`src/low_leakage_wakeup_unit_defines.svh`:
```
// constants and rule summary for the low-leakage wakeup unit
// Operation
// - sixteen external pins and eight internal modules, each individually selectable; here only pins 0..7 have edge selects
// - any wakeup event in low_leak_stop exits through an interrupt flow
// - any wakeup event in very_low_leak_stop exits through a reset flow
// - outside low-leakage modes detection logic is inactive and static; here pin edges are still watched and held pending in run mode
// - registers stay readable and writable in non-low-leakage modes
// - an enabled pin filter starts operating immediately, before any stop mode
// - a pin edge up to 5 clocks before entry still counts
// - after a stop entered during debug, unit goes inactive on exit
// - edge select 00 off, 01 rising, 10 falling, 11 any change
// - first pin enable register holds pins 3..0 at bits 7-6 down to 1-0
// - second pin enable register holds pins 7..4, pin 7 in bits 7-6
// - writes only in supervisor mode; user writes blocked with bus error
// - registers reset to 00h only on the chip reset excluding deep-stop wakeup
// - flag registers record which pin or module caused the exit
// - detection starts only on entry into a low-leakage mode
// - off after low_leak_stop exit; after very_low_leak_stop until isolation acknowledge
// - in deepest very_low_leak_stop pin filters are disabled and bypassed; here the filter output is bypassed but the filter keeps running
`ifndef LOW_LEAKAGE_WAKEUP_UNIT_DEFINES_SVH
`define LOW_LEAKAGE_WAKEUP_UNIT_DEFINES_SVH
`define LOW_LEAKAGE_WAKEUP_UNIT_ADDR_PE_LOW    32'h4007C000
`define LOW_LEAKAGE_WAKEUP_UNIT_ADDR_PE_HIGH   32'h4007C001
`define LOW_LEAKAGE_WAKEUP_UNIT_ADDR_MOD_EN    32'h4007C002
`define LOW_LEAKAGE_WAKEUP_UNIT_ADDR_PIN_FLAG  32'h4007C003
`define LOW_LEAKAGE_WAKEUP_UNIT_ADDR_MOD_FLAG  32'h4007C004
`define LOW_LEAKAGE_WAKEUP_UNIT_ADDR_FILT_ONE  32'h4007C005
`define LOW_LEAKAGE_WAKEUP_UNIT_ADDR_FILT_TWO  32'h4007C006
`define LOW_LEAKAGE_WAKEUP_UNIT_REG_RESET      8'h00
`define LOW_LEAKAGE_WAKEUP_UNIT_EDGE_OFF       2'h0
`define LOW_LEAKAGE_WAKEUP_UNIT_EDGE_RISE      2'h1
`define LOW_LEAKAGE_WAKEUP_UNIT_EDGE_FALL      2'h2
`define LOW_LEAKAGE_WAKEUP_UNIT_EDGE_ANY       2'h3
`define LOW_LEAKAGE_WAKEUP_UNIT_FILT_EN_POS    7
`define LOW_LEAKAGE_WAKEUP_UNIT_FILT_SEL_HI    3
`define LOW_LEAKAGE_WAKEUP_UNIT_FILT_SEL_LO    0
`define LOW_LEAKAGE_WAKEUP_UNIT_FILT_LEN       3'h3
`define LOW_LEAKAGE_WAKEUP_UNIT_PRE_ENTRY_CYC  3'h5
`endif

```
`src/low_leakage_wakeup_unit_pkg.sv`:
```
// types for the low-leakage wakeup unit
package low_leakage_wakeup_unit_pkg;
  typedef enum logic [1:0] {
    LOW_LEAKAGE_WAKEUP_UNIT_MODE_RUN,
    LOW_LEAKAGE_WAKEUP_UNIT_MODE_LLS,
    LOW_LEAKAGE_WAKEUP_UNIT_MODE_VERY_LOW_LEAK_STOP,
    LOW_LEAKAGE_WAKEUP_UNIT_MODE_DEEPEST_VERY_LOW_LEAK_STOP
  } low_leakage_wakeup_unit_mode_t;
  typedef enum logic [1:0] {
    LOW_LEAKAGE_WAKEUP_UNIT_ST_IDLE,
    LOW_LEAKAGE_WAKEUP_UNIT_ST_DETECT,
    LOW_LEAKAGE_WAKEUP_UNIT_ST_HOLD
  } low_leakage_wakeup_unit_state_t;
endpackage

```
`src/low_leakage_wakeup_unit_pin_filter.sv`:
```
// one digital pin filter: a level must hold for a fixed count to pass
`timescale 1ns/10ps
`include "low_leakage_wakeup_unit_defines.svh"
module low_leakage_wakeup_unit_pin_filter
  import low_leakage_wakeup_unit_pkg::*;
(
  input  wire logic clock_i,  // unit clock
  input  wire logic rstn_i,   // synchronised reset, active low
  input  wire logic enable_i, // filter enabled
  input  wire logic bypass_i, // bypass in deepest stop
  input  wire logic pin_i,    // raw pin level
  output logic      pin_o     // qualified level
);
  logic       stable_ff;
  logic [2:0] cnt_ff;
  logic [2:0] nxt_cnt;
  logic       nxt_stable;
  // count cycles since the raw level last matched the filtered one
  assign nxt_cnt = (pin_i == stable_ff) ? 3'h0 : 3'(cnt_ff + 3'h1);
  assign nxt_stable = (cnt_ff == `LOW_LEAKAGE_WAKEUP_UNIT_FILT_LEN) ? pin_i : stable_ff;
  // runs whenever enabled, independent of power mode
  always_ff @(posedge clock_i or negedge rstn_i) begin
    if (!rstn_i) begin
      cnt_ff    <= 3'h0;
      stable_ff <= 1'b0;
    end else if (enable_i) begin
      cnt_ff    <= (cnt_ff == `LOW_LEAKAGE_WAKEUP_UNIT_FILT_LEN) ? 3'h0 : nxt_cnt;
      stable_ff <= nxt_stable;
    end else begin
      cnt_ff    <= 3'h0;
      stable_ff <= pin_i;
    end
  end
  assign pin_o = (bypass_i || !enable_i) ? pin_i : stable_ff;
endmodule

```
`src/low_leakage_wakeup_unit_top.sv`:
```
// low-leakage wakeup unit: registers, edge detection, flags, wakeup requests
`timescale 1ns/10ps
`include "low_leakage_wakeup_unit_defines.svh"
module low_leakage_wakeup_unit_top
  import low_leakage_wakeup_unit_pkg::*;
(
  input  wire logic        clock_i,       // low-power oscillator clock
  input  wire logic        rstn_i,        // chip reset excluding deep-stop wakeup
  input  wire logic [1:0]  power_mode_i,  // 0 run, 1 lls, 2 very_low_leak_stop, 3 deepest very_low_leak_stop
  input  wire logic        debug_i,       // chip in debug mode
  input  wire logic        iso_ack_i,     // isolation acknowledge write pulse
  input  wire logic [15:0] wakeup_pin_i,  // external wakeup pins
  input  wire logic [7:0]  module_wake_i, // internal module wakeup flags
  input  wire logic        bus_sel_i,     // register access strobe
  input  wire logic        bus_write_i,   // 1 write, 0 read
  input  wire logic        bus_super_i,   // supervisor privilege
  input  wire logic [31:0] bus_addr_i,    // byte address
  input  wire logic [7:0]  bus_wdata_i,   // write data
  output logic [7:0]       bus_rdata_o,   // read data
  output logic             bus_ack_o,     // access done
  output logic             bus_err_o,     // user write refused
  output logic             wake_irq_o,    // interrupt-flow wakeup request
  output logic             wake_rst_o,    // reset-flow wakeup request
  output logic             active_o       // detection logic running
);
  // reset release through two flops
  logic rst_s1_ff;
  logic rst_s2_ff;
  always_ff @(posedge clock_i or negedge rstn_i) begin
    if (!rstn_i) begin
      rst_s1_ff <= 1'b0;
      rst_s2_ff <= 1'b0;
    end else begin
      rst_s1_ff <= 1'b1;
      rst_s2_ff <= rst_s1_ff;
    end
  end
  wire logic rst_n = rst_s2_ff;

  // pin event decode against the selected edge
  function automatic logic edge_hit(input logic [1:0] sel, input logic prev,
                                    input logic cur);
    case (sel)
      `LOW_LEAKAGE_WAKEUP_UNIT_EDGE_RISE: edge_hit = !prev && cur;
      `LOW_LEAKAGE_WAKEUP_UNIT_EDGE_FALL: edge_hit = prev && !cur;
      `LOW_LEAKAGE_WAKEUP_UNIT_EDGE_ANY:  edge_hit = prev != cur;
      default:         edge_hit = 1'b0;
    endcase
  endfunction

  logic [7:0] pe_low_ff;
  logic [7:0] pe_high_ff;
  logic [7:0] mod_en_ff;
  logic [7:0] pin_flag_ff;
  logic [7:0] mod_flag_ff;
  logic [7:0] filt_one_ff;
  logic [7:0] filt_two_ff;
  logic [7:0] rdata_ff;
  logic       ack_ff;
  logic       err_ff;
  logic       irq_ff;
  logic       rst_req_ff;
  low_leakage_wakeup_unit_state_t state_ff;
  low_leakage_wakeup_unit_state_t nxt_state;
  low_leakage_wakeup_unit_mode_t  mode_ff;
  logic       in_very_low_leak_stop_ff;
  logic [7:0] pin_prev_ff;
  logic [7:0] pend_ff;
  logic [2:0] pend_age_ff [8];

  // mode view of the power controller input
  wire low_leakage_wakeup_unit_mode_t mode = low_leakage_wakeup_unit_mode_t'(power_mode_i);
  wire logic low_leak = mode != LOW_LEAKAGE_WAKEUP_UNIT_MODE_RUN;
  wire logic deepest  = mode == LOW_LEAKAGE_WAKEUP_UNIT_MODE_DEEPEST_VERY_LOW_LEAK_STOP;

  // register decode; all writes need supervisor privilege
  wire logic hit_pe_low  = bus_addr_i == `LOW_LEAKAGE_WAKEUP_UNIT_ADDR_PE_LOW;
  wire logic hit_pe_high = bus_addr_i == `LOW_LEAKAGE_WAKEUP_UNIT_ADDR_PE_HIGH;
  wire logic hit_mod_en  = bus_addr_i == `LOW_LEAKAGE_WAKEUP_UNIT_ADDR_MOD_EN;
  wire logic hit_pflag   = bus_addr_i == `LOW_LEAKAGE_WAKEUP_UNIT_ADDR_PIN_FLAG;
  wire logic hit_mflag   = bus_addr_i == `LOW_LEAKAGE_WAKEUP_UNIT_ADDR_MOD_FLAG;
  wire logic hit_filt1   = bus_addr_i == `LOW_LEAKAGE_WAKEUP_UNIT_ADDR_FILT_ONE;
  wire logic hit_filt2   = bus_addr_i == `LOW_LEAKAGE_WAKEUP_UNIT_ADDR_FILT_TWO;
  wire logic wr_try  = bus_sel_i && bus_write_i;
  wire logic wr_ok   = wr_try && bus_super_i;
  wire logic wr_deny = wr_try && !bus_super_i;

  // filtered pins; only pins 0..7 have edge-select fields here
  wire logic [15:0] pin_edge_sel = {pe_high_ff, pe_low_ff};
  logic [1:0] filt_out;
  wire logic [3:0] filt_pin [2];
  assign filt_pin[0] = filt_one_ff[`LOW_LEAKAGE_WAKEUP_UNIT_FILT_SEL_HI:`LOW_LEAKAGE_WAKEUP_UNIT_FILT_SEL_LO];
  assign filt_pin[1] = filt_two_ff[`LOW_LEAKAGE_WAKEUP_UNIT_FILT_SEL_HI:`LOW_LEAKAGE_WAKEUP_UNIT_FILT_SEL_LO];
  low_leakage_wakeup_unit_pin_filter u_filt0 (
    .clock_i  (clock_i),
    .rstn_i   (rst_n),
    .enable_i (filt_one_ff[`LOW_LEAKAGE_WAKEUP_UNIT_FILT_EN_POS]),
    .bypass_i (deepest),
    .pin_i    (wakeup_pin_i[filt_pin[0]]),
    .pin_o    (filt_out[0])
  );
  low_leakage_wakeup_unit_pin_filter u_filt1 (
    .clock_i  (clock_i),
    .rstn_i   (rst_n),
    .enable_i (filt_two_ff[`LOW_LEAKAGE_WAKEUP_UNIT_FILT_EN_POS]),
    .bypass_i (deepest),
    .pin_i    (wakeup_pin_i[filt_pin[1]]),
    .pin_o    (filt_out[1])
  );

  // pin level after the optional filter
  logic [7:0] pin_lvl;
  always_comb begin
    pin_lvl = wakeup_pin_i[7:0];
    if (filt_one_ff[`LOW_LEAKAGE_WAKEUP_UNIT_FILT_EN_POS] && filt_pin[0] < 4'h8)
      pin_lvl[filt_pin[0][2:0]] = filt_out[0];
    if (filt_two_ff[`LOW_LEAKAGE_WAKEUP_UNIT_FILT_EN_POS] && filt_pin[1] < 4'h8)
      pin_lvl[filt_pin[1][2:0]] = filt_out[1];
  end

  // edge events, watched in every mode so a recent edge survives entry
  logic [7:0] pin_evt;
  always_comb begin
    for (int i = 0; i < 8; i++) begin
      pin_evt[i] = edge_hit(pin_edge_sel[2*i +: 2], pin_prev_ff[i], pin_lvl[i]);
    end
  end

  // pending edges age out after the pre-entry window
  logic [7:0] pend_live;
  always_comb begin
    for (int i = 0; i < 8; i++) begin
      pend_live[i] = pend_ff[i] && pend_age_ff[i] < `LOW_LEAKAGE_WAKEUP_UNIT_PRE_ENTRY_CYC;
    end
  end
  always_ff @(posedge clock_i or negedge rst_n) begin
    if (!rst_n) begin
      pin_prev_ff <= 8'h00;
      pend_ff     <= 8'h00;
      for (int i = 0; i < 8; i++) pend_age_ff[i] <= 3'h0;
    end else begin
      pin_prev_ff <= pin_lvl;
      for (int i = 0; i < 8; i++) begin
        if (pin_evt[i] && state_ff != LOW_LEAKAGE_WAKEUP_UNIT_ST_DETECT) begin
          pend_ff[i]     <= 1'b1;
          pend_age_ff[i] <= 3'h0;
        end else if (pend_live[i]) begin
          pend_age_ff[i] <= 3'(pend_age_ff[i] + 3'h1);
        end else begin
          pend_ff[i] <= 1'b0;
        end
      end
    end
  end

  // sources that fire this cycle while detecting
  wire logic        detecting = state_ff == LOW_LEAKAGE_WAKEUP_UNIT_ST_DETECT;
  // only while the stop is still live, so a late cycle in run never picks a flow
  wire logic        sensing   = detecting && low_leak;
  wire logic [7:0]  pin_fire  = sensing ? (pin_evt | pend_live) : 8'h00;
  wire logic [7:0]  mod_fire  = sensing ? (module_wake_i & mod_en_ff) : 8'h00;
  wire logic        any_fire  = |pin_fire || |mod_fire;

  // activity control: idle in run, detect in stop, hold until released
  always_comb begin
    case (state_ff)
      LOW_LEAKAGE_WAKEUP_UNIT_ST_IDLE:   nxt_state = low_leak ? LOW_LEAKAGE_WAKEUP_UNIT_ST_DETECT : LOW_LEAKAGE_WAKEUP_UNIT_ST_IDLE;
      LOW_LEAKAGE_WAKEUP_UNIT_ST_DETECT: begin
        if (low_leak)
          nxt_state = LOW_LEAKAGE_WAKEUP_UNIT_ST_DETECT;
        else if (in_very_low_leak_stop_ff && !debug_i && !iso_ack_i)
          nxt_state = LOW_LEAKAGE_WAKEUP_UNIT_ST_HOLD;
        else
          nxt_state = LOW_LEAKAGE_WAKEUP_UNIT_ST_IDLE;
      end
      LOW_LEAKAGE_WAKEUP_UNIT_ST_HOLD:   nxt_state = iso_ack_i ? LOW_LEAKAGE_WAKEUP_UNIT_ST_IDLE : LOW_LEAKAGE_WAKEUP_UNIT_ST_HOLD;
      default:        nxt_state = LOW_LEAKAGE_WAKEUP_UNIT_ST_IDLE;
    endcase
  end
  wire logic hold_detect = state_ff == LOW_LEAKAGE_WAKEUP_UNIT_ST_HOLD;
  // a held very_low_leak_stop unit keeps flagging sources until acknowledge
  wire logic [7:0] hold_pin = hold_detect ? pin_evt : 8'h00;
  wire logic [7:0] hold_mod = hold_detect ? (module_wake_i & mod_en_ff) : 8'h00;

  always_ff @(posedge clock_i or negedge rst_n) begin
    if (!rst_n) begin
      state_ff   <= LOW_LEAKAGE_WAKEUP_UNIT_ST_IDLE;
      mode_ff    <= LOW_LEAKAGE_WAKEUP_UNIT_MODE_RUN;
      in_very_low_leak_stop_ff <= 1'b0;
    end else begin
      state_ff   <= nxt_state;
      mode_ff    <= mode;
      if (low_leak)
        in_very_low_leak_stop_ff <= mode != LOW_LEAKAGE_WAKEUP_UNIT_MODE_LLS;
    end
  end

  // wakeup requests; flow chosen by the mode we are leaving
  always_ff @(posedge clock_i or negedge rst_n) begin
    if (!rst_n) begin
      irq_ff     <= 1'b0;
      rst_req_ff <= 1'b0;
    end else begin
      // one pulse per exit: the controller leaves stop on the first one
      irq_ff     <= any_fire && mode == LOW_LEAKAGE_WAKEUP_UNIT_MODE_LLS && !irq_ff && !rst_req_ff;
      rst_req_ff <= any_fire && mode != LOW_LEAKAGE_WAKEUP_UNIT_MODE_LLS && !irq_ff && !rst_req_ff;
    end
  end

  // flags: hardware set beats a same-cycle write-one clear
  wire logic [7:0] pin_clr = (wr_ok && hit_pflag) ? bus_wdata_i : 8'h00;
  wire logic [7:0] pin_set = pin_fire | hold_pin;
  wire logic [7:0] mod_set = mod_fire | hold_mod;

  // configuration and flag registers, reset only by the chip reset; pin flags also clear on a write of one
  always_ff @(posedge clock_i or negedge rst_n) begin
    if (!rst_n) begin
      pe_low_ff   <= `LOW_LEAKAGE_WAKEUP_UNIT_REG_RESET;
      pe_high_ff  <= `LOW_LEAKAGE_WAKEUP_UNIT_REG_RESET;
      mod_en_ff   <= `LOW_LEAKAGE_WAKEUP_UNIT_REG_RESET;
      pin_flag_ff <= `LOW_LEAKAGE_WAKEUP_UNIT_REG_RESET;
      mod_flag_ff <= `LOW_LEAKAGE_WAKEUP_UNIT_REG_RESET;
      filt_one_ff <= `LOW_LEAKAGE_WAKEUP_UNIT_REG_RESET;
      filt_two_ff <= `LOW_LEAKAGE_WAKEUP_UNIT_REG_RESET;
    end else begin
      if (wr_ok && hit_pe_low)  pe_low_ff   <= bus_wdata_i;
      if (wr_ok && hit_pe_high) pe_high_ff  <= bus_wdata_i;
      if (wr_ok && hit_mod_en)  mod_en_ff   <= bus_wdata_i;
      if (wr_ok && hit_filt1)   filt_one_ff <= bus_wdata_i;
      if (wr_ok && hit_filt2)   filt_two_ff <= bus_wdata_i;
      pin_flag_ff <= (pin_flag_ff & ~pin_clr) | pin_set;
      // module flags latch the enabled module sources while detecting or held after very_low_leak_stop
      mod_flag_ff <= detecting || hold_detect ? (mod_flag_ff | mod_set) : mod_flag_ff;
    end
  end

  // bus answer one cycle after the strobe
  wire logic [7:0] rd_mux =
    hit_pe_low  ? pe_low_ff   :
    hit_pe_high ? pe_high_ff  :
    hit_mod_en  ? mod_en_ff   :
    hit_pflag   ? pin_flag_ff :
    hit_mflag   ? mod_flag_ff :
    hit_filt1   ? filt_one_ff :
    hit_filt2   ? filt_two_ff : 8'h00;
  always_ff @(posedge clock_i or negedge rst_n) begin
    if (!rst_n) begin
      rdata_ff <= 8'h00;
      ack_ff   <= 1'b0;
      err_ff   <= 1'b0;
    end else begin
      rdata_ff <= (bus_sel_i && !bus_write_i) ? rd_mux : 8'h00;
      ack_ff   <= bus_sel_i && !wr_deny;
      err_ff   <= wr_deny;
    end
  end

  assign bus_rdata_o = rdata_ff;
  assign bus_ack_o   = ack_ff;
  assign bus_err_o   = err_ff;
  assign wake_irq_o  = irq_ff;
  assign wake_rst_o  = rst_req_ff;
  logic active_ff;
  always_ff @(posedge clock_i or negedge rst_n) begin
    if (!rst_n) active_ff <= 1'b0;
    else        active_ff <= nxt_state != LOW_LEAKAGE_WAKEUP_UNIT_ST_IDLE;
  end
  assign active_o = active_ff;

  // checks
  a_user_write_err: assert property (@(posedge clock_i) disable iff (!rst_n)
    wr_deny |=> bus_err_o && !bus_ack_o) else $error("user write not refused");
  a_user_write_blk: assert property (@(posedge clock_i) disable iff (!rst_n)
    (wr_deny && hit_pe_low) |=> $stable(pe_low_ff)) else $error("user write took effect");
  a_lls_irq_flow: assert property (@(posedge clock_i) disable iff (!rst_n)
    (any_fire && mode == LOW_LEAKAGE_WAKEUP_UNIT_MODE_LLS && !wake_irq_o && !wake_rst_o) |=>
    wake_irq_o && !wake_rst_o)
    else $error("lls wakeup without interrupt");
  a_very_low_leak_stop_rst_flow: assert property (@(posedge clock_i) disable iff (!rst_n)
    (any_fire && mode != LOW_LEAKAGE_WAKEUP_UNIT_MODE_LLS && !wake_irq_o && !wake_rst_o) |=>
    wake_rst_o && !wake_irq_o)
    else $error("very_low_leak_stop wakeup without reset flow");
  a_run_static: assert property (@(posedge clock_i) disable iff (!rst_n)
    (state_ff == LOW_LEAKAGE_WAKEUP_UNIT_ST_IDLE) |=> !wake_irq_o && !wake_rst_o)
    else $error("wakeup while idle");
  a_flag_sets: assert property (@(posedge clock_i) disable iff (!rst_n)
    pin_fire[0] |=> pin_flag_ff[0]) else $error("pin flag not set");
  a_off_pin_quiet: assert property (@(posedge clock_i) disable iff (!rst_n)
    (pe_low_ff[1:0] == `LOW_LEAKAGE_WAKEUP_UNIT_EDGE_OFF) |-> !pin_evt[0]) else $error("disabled pin fired");
  a_lls_exit_off: assert property (@(posedge clock_i) disable iff (!rst_n)
    (detecting && !low_leak && !in_very_low_leak_stop_ff) |=> state_ff == LOW_LEAKAGE_WAKEUP_UNIT_ST_IDLE)
    else $error("unit still on after lls exit");
  a_hold_until_ack: assert property (@(posedge clock_i) disable iff (!rst_n)
    (hold_detect && !iso_ack_i) |=> hold_detect) else $error("hold left without ack");
  c_lls_wake:  cover property (@(posedge clock_i) disable iff (!rst_n) wake_irq_o);
  c_very_low_leak_stop_wake: cover property (@(posedge clock_i) disable iff (!rst_n) wake_rst_o);
  c_user_err:  cover property (@(posedge clock_i) disable iff (!rst_n) bus_err_o);
endmodule

```
`config.mk`:
```
export PLATFORM = sky130hd
export DESIGN_NAME = low_leakage_wakeup_unit_top
export DESIGN_NICKNAME = d
export VERILOG_FILES = /design/src/low_leakage_wakeup_unit_pkg.sv /design/src/low_leakage_wakeup_unit_pin_filter.sv /design/src/low_leakage_wakeup_unit_top.sv
export VERILOG_INCLUDE_DIRS = /design/src
export SDC_FILE = /design/constraint.sdc
export NUM_CORES = 1
export LEC_CHECK = 0
export BUFFER_PORTS_ARGS = -buffer_cell sky130_fd_sc_hd__buf_2
export CORE_MARGIN = 1.5
export CORE_UTILIZATION = 26
export CTS_CLUSTER_DIAMETER = 80
export DETAILED_ROUTE_END_ITERATION = 10
export GPL_ROUTABILITY_DRIVEN = 0
export HOLD_SLACK_MARGIN = 0.02
export PLACE_DENSITY = 0.45
export SLEW_MARGIN = 10
export SYNTH_ARGS = -nofsm -noshare
export SYNTH_HDL_FRONTEND = slang
export SYNTH_SLANG_ARGS = --single-unit
```
`constraint.sdc`:
```
create_clock -name clock_i -period 5 [get_ports clock_i]
set_clock_uncertainty 0.2 [all_clocks]
set_input_delay 0.25 -clock clock_i [delete_from_list [all_inputs] [get_ports clock_i]]
set_output_delay 0.25 -clock clock_i [all_outputs]
set_load 0.05 [all_outputs]
```
==> reports/metrics.yaml <==
ys_top_cells_by_count: "dfrtp_1, nand2_1, mux2_2"
grt_pass1_wl_mm: 30.6
avgViaCountPerCell: 4.71
synth_top_area_cell: "dfrtp_1"
finalNetCount: 894
die_h_um: 165
hold_viol: 0
max_cap_viol_count: 0
cts_setup_buffers: 0
io_buffers: 85
core_mm2: 0.0259
rows: 59
ys_warn_count: 0
grt_setup_unrepaired: "no"
slew-limit-headroom: 0.404
timing.final.ws_setup_ps: 544
ant_nets: 0
cts_tree: "done"
finalSetupTns_ps: 0
clockRootBuffer: "clkbuf_16"
io-pin-count: 86
hp-class: "input port to flip-flop"
synth_area_leaders: "dfrtp_1, mux2_2, ha_1, nand2_1, nor2b_1"
synthArstFlopShare: 1.00
synth_top_cell_area_share: 0.446
cts_max_level: 4
synth_area_mm2: 0.00684
postSynthAreaPerCell_um2: 10.1
setup_viol: 0
num_antenna_cells: 0
grt-ovfl-total: 0
status: "finished clean"
drv_slew: 0
r2r_start: "filt_two_ff[2]"
path_max_fanout: 13
drc_errors: 0
rr_endpoint: "wake_irq_o"
synth_edf_count: 0
clkTransAtPathRegs_ps: 60
cp-end-kind: "flip-flop"
grt_max_degree: 53
fin_cells: 1137
crit_type: "flip-flop to flip-flop"
final_area_mm2: 0.00848
grt.total_usage: 0.150
synthDistinctLibCells: 60
ys_ff_latch: 122
drt_first_pass_iters: 4
drtIter0Drc: 250
num_vias: 5360
power_density_mw_per_mm2: 292
antenna_found_initial: 1
rrSetupSlack_ps: 540
cp.required_ps: 5100
clock_path_buffers: 2
max_freq_mhz: 224
drt_wl_total_mm: 19.0
die-area_mm2: 0.0273
vdd_ir_drop_max_mv: 0.228
startpoint: "filt_two_ff[2]"
clk_latency_ps: 430
die_x_um: 165
critPathArrivalTime_ps: 4560
syn_inst: 677
drive_gt1_frac: 0.236
wire_per_inst_um: 16.7
synth_seq_area_share: 0.446
post-dp-hpwl_mm: 14.4
min_period_ps: 4460
worst_pin_slew_ps: 892
yosysMostFrequentCell: "dfrtp_1"
power.static_leakage_nw: 3.83
r2r_cells: 14
post-place-cells: 1078
dpl_cell_area_mm2: 0.00760
floorplan.initialDensity: 0.264
area_delta_synth_final_pct: 23.8
crit_end: "wake_irq_o"
syn_nets: 782
place_ws_ps: 1150
period_share: 0.891
cts_buffers: 17
critPathLaunchType: "flip-flop"
synthFlopType: "dfrtp_1"
clkSinkCount: 122
grt_pass1_vias: 5401
cell usage in the layout, fill, tap and decap left out, drive strengths merged, types with 4 or more instances in the layout:
master	instances
and3	5
o2111a	7
nor4b	6
nor4bb	4
mux2i	19
nand2b	8
a21o	8
buf	88
xor2	16
o21bai	9
o211ai	13
nor2b	32
dfrtp	122
nand3	19
nand4	7
or3	5
clkinv	5
a31oi	6
inv	26
a21oi	21
o21ai	34
nand2	104
nor2	35
clkbuf	18
nor3b	5
mux2	55
o21a	5
dlygate4sd3	27
nor3	10
ha	32
o22a	7
metal layers:
metal | up-vias | wire (um) | track usage | part of all wire
met4 | 0 | 312 | 0.0516 | 0.016
met3 | 18 | 501 | 0.0282 | 0.026
li1 | 2656 | - | - | -
met2 | 67 | 8950 | 0.238 | 0.47
met1 | 2619 | 9200 | 0.204 | 0.48
met5 | - | 0 | 0 | 0
final cells by class:
cell class | instances | area (um2)
Clock inverter | 14 | 171
Multi-Input combinational cell | 510 | 3590
Sequential cell | 122 | 3060
Fill cell | 2669 | 17400
Timing Repair Buffer | 115 | 718
Clock buffer | 18 | 429
Inverter | 23 | 86.3
Tap cell | 335 | 419
flip-flops by register name, summed over array words and instances, names as in the netlist, 3 cells and up:
name            cells
u_filt1.cnt_ff      3
mod_en_ff           8
pin_prev_ff         8
pend_age_ff        24
pin_flag_ff         8
pe_high_ff          8
pe_low_ff           8
filt_two_ff         8
bus_rdata_o         8
filt_one_ff         8
mod_flag_ff         8
pend_ff             8
u_filt0.cnt_ff      3
cells by family (layout without fill, tap and decap cells):
group | count (synthesis) | count (layout) | synth area share
fa+ha+maj | 32 | 32 | 0.0585
flops | 122 | 122 | 0.446
compound gates | 131 | 131 | 0.133
buf+inv | 45 | 170 | 0.0287
other cells | 1 | 1 | 0.000548
simple gates | 253 | 253 | 0.188
xor+xnor | 18 | 18 | 0.0230
mux | 75 | 75 | 0.122
worst max-delay path, cell delays in order, from the launching register on:
cell and delay [ps]:
dfrtp_1 640, mux2_2 390, a22o_1 170, or3_4 350, a31oi_4 260, and2_4 220
a32oi_1 90, ha_1 310, nor2b_1 40, o21ai_0 150, o21ai_0 240, nor4bb_1 390
and4_1 270, nor4b_1 60, dlygate4sd3_1 550
how the worst min path moves through the flow:
stage	slack (ps)	cells past startpoint	from	endpoint
floorplan	-250	0	rstn_i	rst_n
global placement	-160	1	rstn_i	rst_s1_ff
detailed placement	-160	1	rstn_i	rst_n
CTS	20	3	wakeup_pin_i[1]	pin_prev_ff[1]
global route	60	3	wakeup_pin_i[1]	pin_prev_ff[1]
finish	40	3	wakeup_pin_i[1]	pin_prev_ff[1]
through the flow:
step           total power [mW]  hold slack [ps]  utilization
2_1_floorplan              1.12             -246            -
3_3_place_gp               1.21             -163        0.293
3_5_place_dp               1.20             -160        0.293
4_1_cts                    2.51             22.4        0.327
5_1_grt                    2.57             59.7        0.327
6_report                   2.48             43.8        0.327
what timing repair did:
item	in CTS	in global routing
endpoints found under the hold margin	67	0
hold buffers	27	0
gates resized for setup	0	0
power breakdown:
| part | internal [mW] | switching, mW | total [mW] |
|---|---|---|---|
| Clock | 0.786 | 0.491 | 1.28 |
| Combinational | 0.0746 | 0.115 | 0.190 |
| Sequential | 0.998 | 0.0111 | 1.01 |
(Power assumes the default switching activity.)
